<file path="src/logic/tile_detect_pkg.sv">
// Purpose: constants shared by the tiled-space and tile-entry detection logic
// Assumes: one core clock, registers reached over a simple word-wide mmio port
// Notes: register indices are word offsets inside the block's mmio window
package tile_detect_pkg;
    localparam int ADDR_W = 48;
    localparam int REG_IDX_W = 2;
    localparam logic [REG_IDX_W-1:0] NULL_MATCH_IDX = 2'h0;
    localparam logic [REG_IDX_W-1:0] INVALID_MATCH_IDX = 2'h1;
    localparam logic [REG_IDX_W-1:0] DETECT_REG_IDX = 2'h2;
    localparam logic [31:0] NULL_MATCH_RESET = 32'h00000000;
    localparam logic [31:0] INVALID_MATCH_RESET = 32'h00000000;
    localparam logic [3:0] MASK_RESET = 4'h0;
    localparam logic [3:0] DATA_RESET = 4'h0;
    localparam int MASK_LSB = 4;
    localparam int DATA_LSB = 0;
    localparam int SPACE_ADDR_LSB = 44;
    localparam logic [31:0] UNMAPPED_READ = 32'h00000000;
    typedef enum logic [1:0] {
        CLASS_RESIDENT = 2'h0,
        CLASS_NULL = 2'h1,
        CLASS_INVALID = 2'h3
    } tile_class_t;
endpackage : tile_detect_pkg

</file>
<file path="src/logic/tiled_va_tile_detect.sv">
// Purpose: tiled-space address hit and null/invalid tile classification of table entries
// Assumes: mmio port and request inputs come from logic on CLK_I
// Notes: results are registered, one cycle after the request
// Notes on behaviour
// (RQ1) Each leaf entry is compared against the programmed 32-bit null match value.
// (RQ2) A null match marks the entry and the whole range it maps as a null tile.
// (RQ3) Entries are also compared against a separate 32-bit invalid match value.
// (RQ4) Mask bits 7:4 of the detect register pick which address bits 47:44 are compared.
// (RQ5) An address bit under a zero mask bit is a don't-care.
// (RQ6) The mask resets to zero, which disables tiled-space detection.
// (RQ7) Software only uses mask 0000 (off) or 1111 (44-bit tiled space).
// (RQ8) Data bits 3:0 are compared with address bits 47:44 at unmasked positions.
// (RQ9) Value compares apply to leaf entries; upper levels carry the flags inline.
// (RQ10) Any null or invalid finding ends the walk and classifies the access.
// (RQ11) The hit is raised only when enabled and every unmasked bit matches its data bit.
`timescale 1ns/1ps
module tiled_va_tile_detect
    import tile_detect_pkg::*;
(
    // clock and reset
    input wire logic CLK_I,
    input wire logic RST_N_I,
    // mmio register port
    input wire logic REG_WR_I,
    input wire logic REG_RD_I,
    input wire logic [REG_IDX_W-1:0] REG_IDX_I,
    input wire logic [31:0] REG_WDATA_I,
    output logic [31:0] REG_RDATA_O,
    output logic REG_RVALID_O,
    // memory request address
    input wire logic ADDR_VALID_I,
    input wire logic [ADDR_W-1:0] ADDR_I,
    output logic SPACE_VALID_O,
    output logic SPACE_HIT_O,
    // table entry from the walker
    input wire logic ENTRY_VALID_I,
    input wire logic ENTRY_LEAF_I,
    input wire logic [31:0] ENTRY_I,
    input wire logic UPPER_NULL_I,
    input wire logic UPPER_INVALID_I,
    output logic ENTRY_VALID_O,
    output logic ENTRY_NULL_O,
    output logic ENTRY_INVALID_O,
    output logic WALK_DONE_O
);
    // programmed match values and detect fields
    logic [31:0] null_match;
    logic [31:0] next_null_match;
    logic [31:0] invalid_match;
    logic [31:0] next_invalid_match;
    logic [3:0] space_mask;
    logic [3:0] next_space_mask;
    logic [3:0] space_data;
    logic [3:0] next_space_data;

    // write decode, kept apart so each register group reads a single strobe
    logic wr_null;
    logic wr_invalid;
    logic wr_detect;

    always_comb begin
        wr_null = 1'b0;
        wr_invalid = 1'b0;
        wr_detect = 1'b0;
        if (REG_WR_I) begin
            case (REG_IDX_I)
                NULL_MATCH_IDX: begin
                    wr_null = 1'b1;
                end
                INVALID_MATCH_IDX: begin
                    wr_invalid = 1'b1;
                end
                DETECT_REG_IDX: begin
                    wr_detect = 1'b1;
                end
                default: begin
                    // the fourth word is unmapped; writes to it are dropped
                    wr_null = 1'b0;
                end
            endcase
        end
    end

    // match value registers
    always_comb begin
        next_null_match = null_match;
        next_invalid_match = invalid_match;
        if (wr_null) begin
            next_null_match = REG_WDATA_I; // see (RQ1)
        end
        if (wr_invalid) begin
            next_invalid_match = REG_WDATA_I; // see (RQ3)
        end
    end

    always_ff @(posedge CLK_I) begin
        if (!RST_N_I) begin
            null_match <= NULL_MATCH_RESET;
            invalid_match <= INVALID_MATCH_RESET;
        end else begin
            null_match <= next_null_match;
            invalid_match <= next_invalid_match;
        end
    end

    // detect register; bits 31:8 are not stored and read back as zero
    always_comb begin
        next_space_mask = space_mask;
        next_space_data = space_data;
        if (wr_detect) begin
            next_space_mask = REG_WDATA_I[MASK_LSB +: 4]; // see (RQ4)
            next_space_data = REG_WDATA_I[DATA_LSB +: 4]; // see (RQ8)
        end
    end

    always_ff @(posedge CLK_I) begin
        if (!RST_N_I) begin
            space_mask <= MASK_RESET; // see (RQ6)
            space_data <= DATA_RESET;
        end else begin
            space_mask <= next_space_mask;
            space_data <= next_space_data;
        end
    end

    // read port; a read in the same cycle as a write returns the old value
    logic [31:0] next_rdata;
    logic next_rvalid;

    always_comb begin
        next_rvalid = REG_RD_I;
        next_rdata = UNMAPPED_READ;
        if (REG_RD_I) begin
            case (REG_IDX_I)
                NULL_MATCH_IDX: begin
                    next_rdata = null_match;
                end
                INVALID_MATCH_IDX: begin
                    next_rdata = invalid_match;
                end
                DETECT_REG_IDX: begin
                    next_rdata = {24'h000000, space_mask, space_data};
                end
                default: begin
                    next_rdata = UNMAPPED_READ;
                end
            endcase
        end
    end

    always_ff @(posedge CLK_I) begin
        if (!RST_N_I) begin
            REG_RDATA_O <= UNMAPPED_READ;
            REG_RVALID_O <= 1'b0;
        end else begin
            REG_RDATA_O <= next_rdata;
            REG_RVALID_O <= next_rvalid;
        end
    end

    // address classification; partial masks are honoured bit by bit even though
    // software is expected to use only all-zero or all-one masks (see (RQ7))
    logic [3:0] bit_ok;
    logic next_space_valid;
    logic next_space_hit;
    genvar gi;
    generate
        for (gi = 0; gi < 4; gi++) begin : g_bit
            // a cleared mask bit forces agreement
            assign bit_ok[gi] = !space_mask[gi] ||
                (ADDR_I[SPACE_ADDR_LSB + gi] == space_data[gi]); // see (RQ5) see (RQ8)
        end
    endgenerate

    always_comb begin
        next_space_valid = ADDR_VALID_I;
        next_space_hit = 1'b0;
        // a zero mask means detection is off, not an always-hit
        if (ADDR_VALID_I && (space_mask != 4'h0)) begin // see (RQ6)
            next_space_hit = &bit_ok; // see (RQ11)
        end
    end

    always_ff @(posedge CLK_I) begin
        if (!RST_N_I) begin
            SPACE_VALID_O <= 1'b0;
            SPACE_HIT_O <= 1'b0;
        end else begin
            SPACE_VALID_O <= next_space_valid;
            SPACE_HIT_O <= next_space_hit;
        end
    end

    // entry classification
    tile_class_t next_class;
    logic next_entry_valid;
    logic next_entry_null;
    logic next_entry_invalid;
    logic next_walk_done;

    always_comb begin
        next_class = CLASS_RESIDENT;
        if (ENTRY_VALID_I) begin
            if (ENTRY_LEAF_I) begin // see (RQ9)
                // null is checked first; software keeps the two values distinct
                if (ENTRY_I == null_match) begin // see (RQ1)
                    next_class = CLASS_NULL;
                end else if (ENTRY_I == invalid_match) begin // see (RQ3)
                    next_class = CLASS_INVALID;
                end
            end else begin
                if (UPPER_NULL_I) begin // see (RQ9)
                    next_class = CLASS_NULL;
                end else if (UPPER_INVALID_I) begin
                    next_class = CLASS_INVALID;
                end
            end
        end
        next_entry_valid = ENTRY_VALID_I;
        // the flag covers the entry and the whole range behind it
        next_entry_null = (next_class == CLASS_NULL); // see (RQ2)
        next_entry_invalid = (next_class == CLASS_INVALID);
        // either finding ends the walk; the rest of the tables are not read
        next_walk_done = (next_class != CLASS_RESIDENT); // see (RQ10)
    end

    always_ff @(posedge CLK_I) begin
        if (!RST_N_I) begin
            ENTRY_VALID_O <= 1'b0;
            ENTRY_NULL_O <= 1'b0;
            ENTRY_INVALID_O <= 1'b0;
            WALK_DONE_O <= 1'b0;
        end else begin
            ENTRY_VALID_O <= next_entry_valid;
            ENTRY_NULL_O <= next_entry_null;
            ENTRY_INVALID_O <= next_entry_invalid;
            WALK_DONE_O <= next_walk_done;
        end
    end
endmodule : tiled_va_tile_detect

</file>
<file path="config.mk">
export PLATFORM = sky130hd
export DESIGN_NAME = tiled_va_tile_detect
export DESIGN_NICKNAME = d
export VERILOG_FILES = /design/src/logic/tile_detect_pkg.sv /design/src/logic/tiled_va_tile_detect.sv
export SDC_FILE = /design/constraint.sdc
export NUM_CORES = 1
export LEC_CHECK = 0
export ABC_AREA = 0
export BUFFER_PORTS_ARGS = -buffer_cell sky130_fd_sc_hd__buf_4
export CAP_MARGIN = 20
export CELL_PAD_IN_SITES_DETAIL_PLACEMENT = 1
export CELL_PAD_IN_SITES_GLOBAL_PLACEMENT = 2
export CORE_ASPECT_RATIO = 0.8
export CORE_MARGIN = 3
export CORE_UTILIZATION = 29
export CTS_BUF_LIST = sky130_fd_sc_hd__clkbuf_16
export CTS_CLUSTER_DIAMETER = 30
export DETAILED_ROUTE_END_ITERATION = 16
export PLACE_DENSITY = 0.82
export SLEW_MARGIN = 5
export SYNTH_ARGS = -nofsm -noshare
export SYNTH_HDL_FRONTEND = slang
export SYNTH_SLANG_ARGS = --single-unit
</file>
<file path="constraint.sdc">
create_clock -name CLK_I -period 1.75 [get_ports CLK_I]
set_input_delay 0.175 -clock CLK_I [delete_from_list [all_inputs] [get_ports CLK_I]]
set_output_delay 0.175 -clock CLK_I [all_outputs]
set_load 0.02 [all_outputs]
</file>
==> results.sh, run 1 <==
export IMPL_netlist_top_cell_by_area="dfxtp_1"
export IMPL_die_area_um2=18460
export IMPL_cp_max_fo=3
export IMPL_synth_edf_count=0
export IMPL_detailedPlacementHpwl_um=11790
export IMPL_detail_route_wirelength_um=16150
export IMPL_cap_violations=0
export IMPL_initial_core_util=0.3024
export IMPL_ys_ff_latch=111
export IMPL_cts_buffers=9
export IMPL_setup_worst_path_start_class="register"
export IMPL_mappedNetlistNets=678
export IMPL_clock_power_share=0.393
export IMPL_area_growth_pct=29.83
export IMPL_clkLatencyLatePin_ps=360
export IMPL_hold_path_class="input pin to register"
export IMPL_drt_antenna_violating_nets=0
export IMPL_die_w_um=151.1
export IMPL_synthFlopType="dfxtp_1"
export IMPL_worst_slew_pin_transition_ps=655.7
export IMPL_drive_gt1_frac=0.2297
export IMPL_wirelength_met1_um=7475
export IMPL_routed_top_layer="met4"
export IMPL_r2r_worst_path_cells=5
export IMPL_clock_period_minus_final_worst_setup_slack_ps=1670
export IMPL_mappedNetlistArea_um2=4887
export IMPL_run_status="completed"
export IMPL_net_switching_power_uw=1340
export IMPL_post_synth_top_count_cell="nand2_1"
export IMPL_row_count=41
export IMPL_clock_fmax_mhz=599.0
export IMPL_report_final_slew_viol_count=0
export IMPL_data_arrival_time_of_the_worst_path_ps=1940
export IMPL_number_of_search_and_repair_iterations_in_the_first_detailed_routing_pass=4
export IMPL_drt_drc_violations_left=0
export IMPL_gpl_final_weighted_congestion=0.8088
export IMPL_die_height_um=122.1
export IMPL_synth_cells_most_frequent="141 x nand2_1, 111 x dfxtp_1, 64 x xnor2_1, 49 x a21boi_0, 40 x nor2_1"
export IMPL_cellPowerDensity_nw_per_um2=865.8
export IMPL_placement_io_buffers=117
export IMPL_relSlewSlack=0.5628
export IMPL_antennaDiodeCount=0
export IMPL_nFillCells=1919
export IMPL_design_core_area_um2=16160
export IMPL_final_nets=785
export IMPL_critical_path_n_buffers_inverters=0
export IMPL_relative_contribution_of_combinational_cells_to_total_power=0.126
export IMPL_critPathCaptureType="register"
export IMPL_detailroute_wirelength_met2_um=7419
export IMPL_cts_sinks=111
export IMPL_syn_mean_instance_area_um2=8.806
export IMPL_timing_setup_tns_ps=0
export IMPL_critical_path_class="register to register"
export IMPL_post_synth_num_cell_types=33
export IMPL_post_cts_buffers=0
export IMPL_synth_area_top_cells="dfxtp_1 45%, xnor2_1 11%, nand2_1 11%"
export IMPL_drt_iter0_markers=162
export IMPL_maximum_ir_drop_on_the_vdd_rail_v=0.0004586
export IMPL_fraction_of_the_yosys_area_taken_by_sequential_cells=0.4547
export IMPL_hold_end="SPACE_VALID_O"
export IMPL_cts_root_buffer_type="clkbuf_16"
export IMPL_report_final_setup_viol=0
export IMPL_multi_input_area_um2=2549
export IMPL_layout_area_seq_um2=2222
export IMPL_cts_max_level=3
export IMPL_postPlaceCellArea_um2=6003
export IMPL_fin_total_pwr_uw=5493
export IMPL_reg2reg_slack_ps=80
export IMPL_critical_path_slowest_cell="nor4_4"
export IMPL_internal_power_uw=4153
export IMPL_cts_path_max_buffers=2
export IMPL_vias=4199
export IMPL_final_hold_violation_count=0
export IMPL_synth_warnings=0
export IMPL_largest_net_degree_at_the_start_of_global_routing=74
export IMPL_worstHoldPathCells=2
export IMPL_initial_antenna_violation_count=0
export IMPL_first_global_vias=4539
export IMPL_detail_route_wl_per_cell_um=18.33
export IMPL_worst_setup_hold_path_clk_slew_ps=70
export IMPL_power_leakage_uw=0.002424
export IMPL_vias_per_cell=4.766
export IMPL_fin_worst_skew_ps=8.511
export IMPL_regToRegStartpoint="null_match[29]"
export IMPL_critPathTopFamily="simple AND/OR/NAND/NOR gates"
export IMPL_critical_path_max_stage_delay_ps=370
export IMPL_cp_cell_sequence="xnor2_1 > nand4_1 > nor4_4 > nand2_1 > a311oi_2"
export IMPL_grt_first_pass_wirelength_um=24490
export IMPL_crit_reg2reg_capture="WALK_DONE_O"
export IMPL_design_portCount=162
export IMPL_globalRouteOverflowTotal=0
export IMPL_grtUsageTotal=0.1777
export IMPL_hold_path_startpoint="ADDR_VALID_I"
export IMPL_route_met3_wl_um=1073
export IMPL_synth_async_sr_flop_share=0
export IMPL_switching_share=0.2440
export IMPL_synthesis_instances=555
export IMPL_cts_tree="done"
export IMPL_final_period_utilization=0.9540
export IMPL_fraction_of_synthesized_cell_area_taken_by_the_top_area_cell_type=0.4547
export IMPL_worstPathRequired_ps=2020
export IMPL_sequentialPowerShare=0.482
export IMPL_finish_instance_area_um2=6345
flip-flops by register name, indices dropped and copies added (netlist names), 4 cells and up:
name           cells
REG_RDATA_O       32
invalid_match     32
null_match        32
space_data         4
space_mask         4
metrics by stage:
| step | hold WS [ps] | utilization | worst slack (ps) | cells |
|---|---|---|---|---|
| floorplan | 288.9 | - | 460.0 | 555 |
| global placement | 403.6 | 0.3715 | 149.3 | 866 |
| detailed placement | 407.4 | 0.3715 | 62.43 | 866 |
| CTS | 30.42 | 0.3903 | 33.94 | 881 |
| global route | 42.53 | 0.3926 | -5.633 | 881 |
| finish | 43.87 | 0.3926 | 80.48 | 881 |
timing repair:
| item | 4_1_cts | 5_1_grt |
|---|---|---|
| endpoints found under the setup margin | 0 | 1 |
| resized for setup | 0 | 5 |
| hold buffers | 0 | 0 |
layout make-up:
type                    instances  share of cell area
well taps                     215             0.04240
repair buffers                129              0.1566
inverters                       2            0.001183
flip-flops and latches        111              0.3502
clock buffers                   9             0.03550
clock inverters                 6             0.01242
multi-input cells             409              0.4017
worst register-to-register path: stages, from the launching register on:
cell and delay, ps:
dfxtp_1 340, xnor2_1 290, nand4_1 220, nor4_4 370, nand2_1 120, a311oi_2 250
cell families after synthesis:
kind of cell	count (synthesis)	synth area share
buffers and inverters	35	0.03277
DFF	111	0.4547
xor gates and xnor gates	68	0.1219
AOI/OAI and AO/OA	85	0.1275
and+or+nand+nor	224	0.1976
muxes	32	0.06554
metal layers:
| metal | global-route usage | vias to the layer above |
|---|---|---|
| met2 | 0.2924 | 128 |
| met4 | 0.04190 | 0 |
| met1 | 0.2368 | 2019 |
| li1 | - | 2038 |
| met5 | 0 | - |
| met3 | 0.04202 | 14 |
power groups by stage:
stage          clock network (uW)  registers, uW  logic (uW)
3_3_place_gp                    0           2700         673
2_1_floorplan                   0           2710         328
4_1_cts                      2210           2640         690
6_report                     2160           2650         690
3_5_place_dp                    0           2700         686
5_1_grt                      2280           2650         752
placed cells by master, fill, tap and decap left out, types with 2 or more instances in the layout:
| cell type | n |
|---|---|
| a21boi_0 | 49 |
| a21boi_1 | 23 |
| a21oi_1 | 10 |
| buf_12 | 2 |
| buf_4 | 127 |
| bufinv_16 | 2 |
| clkbuf_16 | 9 |
| dfxtp_1 | 111 |
| inv_1 | 4 |
| mux2i_1 | 32 |
| nand2_1 | 141 |
| nand3_1 | 9 |
| nand4_1 | 16 |
| nor2_1 | 40 |
| nor4_1 | 2 |
| nor4_2 | 2 |
| xnor2_1 | 61 |
| xnor2_2 | 3 |
| xor2_1 | 4 |
worst max path at each step:
stage,start,to,slack [ps],depth (start not counted)
after floorplan,null_match[12],WALK_DONE_O,460,5
after global placement,null_match[10],WALK_DONE_O,150,6
after detailed placement,null_match[1],WALK_DONE_O,60,5
after CTS,null_match[21],WALK_DONE_O,30,5
after global routing,null_match[21],WALK_DONE_O,-6,5
final,null_match[29],WALK_DONE_O,80,5
Note: power is estimated with default switching activity, not from simulation.
==> inputs of run 2 (changes only) <==
Settings changed: PLACE_DENSITY 0.82 to 0.84.
==> run 2 against run 1 <==
Net effect: worst hold slack about the same; worst setup slack improved by 49 ps; sequential power hardly changed; clock power fell by 7%; sequential cell count stayed put; largest cell class unchanged.
==> results.sh, run 2 (synthesized netlist as in run 1, its figures left out) <==
export IMPL_run_status="completed"
export IMPL_hold_end="SPACE_VALID_O"
export IMPL_hold_path_startpoint="ADDR_VALID_I"
export IMPL_regToRegStartpoint="null_match[11]"
export IMPL_layout_area_seq_um2=2222
export IMPL_timing_setup_tns_ps=0
export IMPL_fin_total_pwr_uw=5337
export IMPL_first_global_vias=4520
export IMPL_critPathCaptureType="register"
export IMPL_power_leakage_uw=0.002391
export IMPL_die_height_um=122.1
export IMPL_critPathTopFamily="simple AND/OR/NAND/NOR gates"
export IMPL_setup_worst_path_start_class="register"
export IMPL_layout_commonest_cell="nand2_1"
export IMPL_cp_max_fo=3
export IMPL_cap_violations=0
export IMPL_cts_tree="done"
export IMPL_data_arrival_time_of_the_worst_path_ps=1890
export IMPL_final_nets=787
export IMPL_cts_root_buffer_type="clkbuf_16"
export IMPL_initial_core_util=0.3024
export IMPL_post_cts_buffers=0
export IMPL_cellPowerDensity_nw_per_um2=848.2
export IMPL_mostFrequentLayoutCells="141 x nand2_1, 130 x buf_4, 111 x dfxtp_1, 63 x xnor2_1, 49 x a21boi_0"
export IMPL_final_hold_violation_count=0
export IMPL_design_core_area_um2=16160
export IMPL_vias_per_cell=4.728
export IMPL_report_final_slew_viol_count=0
export IMPL_critical_path_max_stage_delay_ps=360
export IMPL_largest_net_degree_at_the_start_of_global_routing=74
export IMPL_instances_no_fill=883
export IMPL_cts_hold_repair_buffers=0
export IMPL_fin_worst_skew_ps=7.046
export IMPL_postPlaceCellArea_um2=6006
export IMPL_grt_setup_unrepaired="no"
export IMPL_row_count=41
export IMPL_worst_slew_pin_transition_ps=662.6
export IMPL_number_of_search_and_repair_iterations_in_the_first_detailed_routing_pass=4
export IMPL_clock_period_minus_final_worst_setup_slack_ps=1620
export IMPL_drt_iter0_markers=222
export IMPL_multi_input_area_um2=2519
export IMPL_relSlewSlack=0.5583
export IMPL_detail_route_wl_per_cell_um=18.12
export IMPL_reg2reg_slack_ps=130
export IMPL_cts_sinks=111
export IMPL_design_portCount=162
export IMPL_die_area_um2=18460
export IMPL_worstPathRequired_ps=2020
export IMPL_grt_first_pass_wirelength_um=24610
export IMPL_critical_path_class="register to register"
export IMPL_finish_utilization=0.3894
export IMPL_drt_antenna_violating_nets=0
export IMPL_grtUsageTotal=0.1777
export IMPL_area_growth_pct=28.75
export IMPL_placement_io_buffers=117
export IMPL_cts_resized_gates=0
export IMPL_cp_cell_sequence="xnor2_1 > buf_4 > nand4_1 > nor4_2 > buf_4 > nand2_1 > a311oi_2"
export IMPL_drive_gt1_frac=0.2275
export IMPL_hold_path_class="input pin to register"
export IMPL_worst_setup_hold_path_clk_slew_ps=70
export IMPL_detail_route_wirelength_um=16000
export IMPL_final_period_utilization=0.9258
export IMPL_cts_max_level=3
export IMPL_largestRegisters="REG_RDATA_O: 32 flops, invalid_match: 32 flops, null_match: 32 flops"
export IMPL_die_w_um=151.1
export IMPL_gpl_final_weighted_congestion=0.7857
export IMPL_globalRouteOverflowTotal=0
export IMPL_nFillCells=1912
export IMPL_crit_path_frequent_cell="buf_4"
export IMPL_critical_path_n_buffers_inverters=2
export IMPL_finish_instance_area_um2=6292
export IMPL_report_final_setup_viol=0
export IMPL_detailedPlacementHpwl_um=11840
export IMPL_r2r_worst_path_cells=7
export IMPL_cts_buffers=9
export IMPL_clkLatencyLatePin_ps=360
export IMPL_initial_antenna_violation_count=0
export IMPL_antennaDiodeCount=0
export IMPL_maximum_ir_drop_on_the_vdd_rail_v=0.0004059
export IMPL_critical_path_slowest_cell="dfxtp_1"
export IMPL_clock_fmax_mhz=617.3
export IMPL_vias=4175
export IMPL_crit_reg2reg_capture="WALK_DONE_O"
export IMPL_worstHoldPathCells=2
export IMPL_drt_drc_violations_left=0
export IMPL_placedCellCount=868
export IMPL_cts_path_max_buffers=2
run 2: changes by cell type in the layout (fill, tap and decap cells not counted):
cell       delta
buf_4         +3
xnor2_1       +2
xnor2_2       -2
buf_12        -1
bufinv_16     -1
clkinv_1      +1
clkinv_2      +1
inv_1         -1
nor4_1        +1
nor4_4        -1
run 2: area by class of cell:
| class | instances | share of cell area |
|---|---|---|
| timing repair buffer | 131 | 0.1583 |
| clock buffer | 9 | 0.03579 |
| tap | 215 | 0.04275 |
| multi-input combinational | 409 | 0.4003 |
| inverter | 2 | 0.001193 |
| sequential | 111 | 0.3532 |
| clock inverter | 6 | 0.008550 |
run 2: power by group:
part           total (uW)  switching (uW)  leakage (uW)  internal (uW)
clock network        2010             920      0.000138           1090
logic                 686             359       0.00135            327
registers            2650            54.4      0.000900           2590
total                5340            1330       0.00239           4000
run 2: worst max path at each step:
stage | from | endpoint | slack [ps] | cells after the start
floorplan | null_match[12] | WALK_DONE_O | 460 | 5
finish | null_match[11] | WALK_DONE_O | 130 | 7
global route | null_match[11] | WALK_DONE_O | 30 | 7
detailed placement | null_match[21] | WALK_DONE_O | 130 | 5
global placement | null_match[1] | WALK_DONE_O | 140 | 5
CTS | null_match[21] | WALK_DONE_O | 110 | 5
run 2: through the flow:
step | hold slack (ps) | setup slack [ps]
after global routing | 43.64 | 29.14
after detailed placement | 408.4 | 126.3
final | 43.41 | 129.9
after global placement | 402.6 | 142.9
after CTS | 31.05 | 107.5
after floorplan | 288.9 | 460.0
run 2: worst register-to-register path, cell delays in order (launching register included):
cell and delay, ps:
dfxtp_1 360, xnor2_1 130, buf_4 150, nand4_1 180
nor4_2 250, buf_4 160, nand2_1 60, a311oi_2 250
run 2: routing by layer:
metal	wire length, um	global-route usage	share of wire
met1	7618	0.2367	0.48
met2	7090	0.2819	0.44
met3	1070	0.05244	0.067
met4	222	0.04757	0.014
met5	0	0	0
==> inputs of run 3 (changes only) <==
Settings changed: BUFFER_PORTS_ARGS -buffer_cell sky130_fd_sc_hd__buf_4 to not set, CORE_UTILIZATION 29 to 36, DONT_BUFFER_PORTS set to 1, PLACE_DENSITY 0.84 to 0.82.
Clock period 1.75 ns to 1.6 ns, I/O delays scaled along.
==> run 3 against run 2 <==
Net effect: the flow now finishes with violations (negative setup slack); via count down 4.4%; sequential cell count did not move; critical path depth decreased by 1; design area fell by 3.9%; sequential power is 10% higher; worst setup slack worse by 140 ps; sequential share of layout area rose by 1.5 points; register-to-register slack lost 140 ps; largest cell class unchanged; largest power group unchanged.
==> results.sh, run 3 (synthesized netlist as in run 1, its figures left out) <==
export IMPL_run_status="complete, but fails checks"
export IMPL_violations_in_the_final_reports="negative setup slack"
export IMPL_clock_fmax_mhz=621.5
export IMPL_detailedPlacementHpwl_um=10680
export IMPL_row_count=37
export IMPL_gpl_final_weighted_congestion=0.7868
export IMPL_design_core_area_um2=13060
export IMPL_net_switching_power_uw=1445
export IMPL_cts_tree="done"
export IMPL_worst_slew_pin_transition_ps=442.8
export IMPL_vias_per_cell=5.139
export IMPL_grtUsageTotal=0.2195
export IMPL_sequentialPowerShare=0.502
export IMPL_drive_gt1_frac=0.09967
export IMPL_data_arrival_time_of_the_worst_path_ps=1890
export IMPL_layout_commonest_cell="nand2_1"
export IMPL_multi_input_area_um2=2649
export IMPL_detail_route_wl_per_cell_um=20.93
export IMPL_relSlewSlack=0.7048
export IMPL_die_height_um=110.2
export IMPL_area_growth_pct=23.73
export IMPL_cellPowerDensity_nw_per_um2=960.8
export IMPL_initial_antenna_violation_count=0
export IMPL_maximum_ir_drop_on_the_vdd_rail_v=0.0006598
export IMPL_globalRouteOverflowTotal=0
export IMPL_detail_route_wirelength_um=16270
export IMPL_cts_max_level=3
export IMPL_critical_path_slowest_cell="dfxtp_1"
export IMPL_mostFrequentLayoutCells="141 x nand2_1, 107 x dfxtp_1, 49 x a21boi_0, 49 x xnor2_1, 47 x dlygate4sd3_1"
export IMPL_cap_violations=0
export IMPL_die_w_um=136.3
export IMPL_antennaDiodeCount=0
export IMPL_cts_buffers=9
export IMPL_design_portCount=162
export IMPL_setup_worst_path_start_class="register"
export IMPL_cts_root_buffer_type="clkbuf_16"
export IMPL_layout_area_seq_um2=2227
export IMPL_clkLatencyLatePin_ps=360
export IMPL_drt_antenna_violating_nets=0
export IMPL_cts_path_max_buffers=2
export IMPL_power_leakage_uw=0.002149
export IMPL_cp_max_fo=3
export IMPL_drt_iter0_markers=186
export IMPL_placement_io_buffers=0
export IMPL_drt_drc_violations_left=0
export IMPL_largestRegisters="REG_RDATA_O: 32 flops, invalid_match: 32 flops, null_match: 32 flops"
export IMPL_nFillCells=1531
export IMPL_fin_worst_skew_ps=12.91
export IMPL_instances_no_fill=777
export IMPL_grt_first_pass_wirelength_um=24630
export IMPL_placedCellCount=712
export IMPL_grt_setup_unrepaired="yes"
export IMPL_critical_path_class="register to register"
export IMPL_switching_share=0.2487
export IMPL_critical_path_max_stage_delay_ps=350
export IMPL_initial_core_util=0.3744
export IMPL_cts_sinks=111
export IMPL_vias=3993
export IMPL_worst_setup_hold_path_clk_slew_ps=80
export IMPL_clock_power_share=0.389
export IMPL_first_global_vias=4434
export IMPL_report_final_setup_viol=1
export IMPL_worstPathRequired_ps=1880
export IMPL_clock_period_minus_final_worst_setup_slack_ps=1609
export IMPL_final_period_utilization=1.006
export IMPL_internal_power_uw=4365
export IMPL_critPathCaptureType="register"
export IMPL_final_setup_worst_slack_ps=-8.999
export IMPL_final_nets=720
export IMPL_final_hold_violation_count=0
export IMPL_hold_path_class="input pin to register"
export IMPL_report_final_slew_viol_count=0
export IMPL_post_cts_buffers=0
export IMPL_number_of_search_and_repair_iterations_in_the_first_detailed_routing_pass=4
export IMPL_finish_utilization=0.4632
export IMPL_cp_cell_sequence="xnor2_2 > nand4_1 > nor4_2 > buf_4 > nand2_1 > a311oi_2"
export IMPL_die_area_um2=15020
export IMPL_relative_contribution_of_combinational_cells_to_total_power=0.110
export IMPL_largest_net_degree_at_the_start_of_global_routing=64
==> run 3: routing by layer <==
layer	vias up	track usage	share of wire
met5	-	0	0
met4	0	0.06619	0.016
met3	13	0.07305	0.065
met2	103	0.3777	0.48
met1	1958	0.2618	0.44
li1	1919	-	-
==> run 3: worst max-delay path, delay by kind of cell, from the launching register on <==
kind,cells,cell delay (ps)
AOI/OAI and AO/OA,1,240
xor gates and xnor gates,1,240
and+or+nand+nor,3,520
buffers and inverters,1,170
DFF,1,350
==> run 3: power groups by stage <==
stage                     logic (uW)  clock network (uW)  registers (uW)
after floorplan                  359                   0            2960
after global placement           436                   0            2970
after detailed placement         448                   0            2980
after CTS                        615                2310            2910
after global routing             684                2410            2930
final                            636                2260            2920
==> run 3: metrics by stage <==
step / setup WS, ps / power, uW / TNS (ps) / hold slack, ps / instance area [um2]
after floorplan: 310.0 / 3320 / 0 / 273.9 / 4887
after global placement: 8.981 / 3407 / 0 / 279.8 / 5097
after detailed placement: -32.59 / 3424 / -64.92 / 285.6 / 5097
after CTS: 0.9848 / 5834 / 0 / 5.970 / 5943
after global routing: -81.88 / 6024 / -187.5 / 33.07 / 6047
final: -8.999 / 5810 / -8.999 / 27.03 / 6047
==> run 3: path summary, 6_finish.rpt <==
path	startpoint	slack, ps	cells past startpoint	to
max	null_match[26]	-9	6	WALK_DONE_O
min	REG_IDX_I[0]	30	2	REG_RDATA_O[9]
max reg2reg	null_match[26]	-9	6	WALK_DONE_O
min reg2reg	invalid_match[3]	480	2	invalid_match[3]
==> run 3: what timing repair did <==
action	4_1_cts	5_1_grt
hold buffers	49	0
setup endpoints to repair	2	3
hold endpoints to repair	93	0
resized for setup	5	18
pin swaps	4	2
==> run 3: area by class of cell <==
type	count	area share
multi-input cells	409	0.4380
well taps	175	0.03621
flip-flops and latches	111	0.3683
clock inverters	7	0.01055
inverters	2	0.001241
repair buffers	64	0.1084
clock buffers	9	0.03724
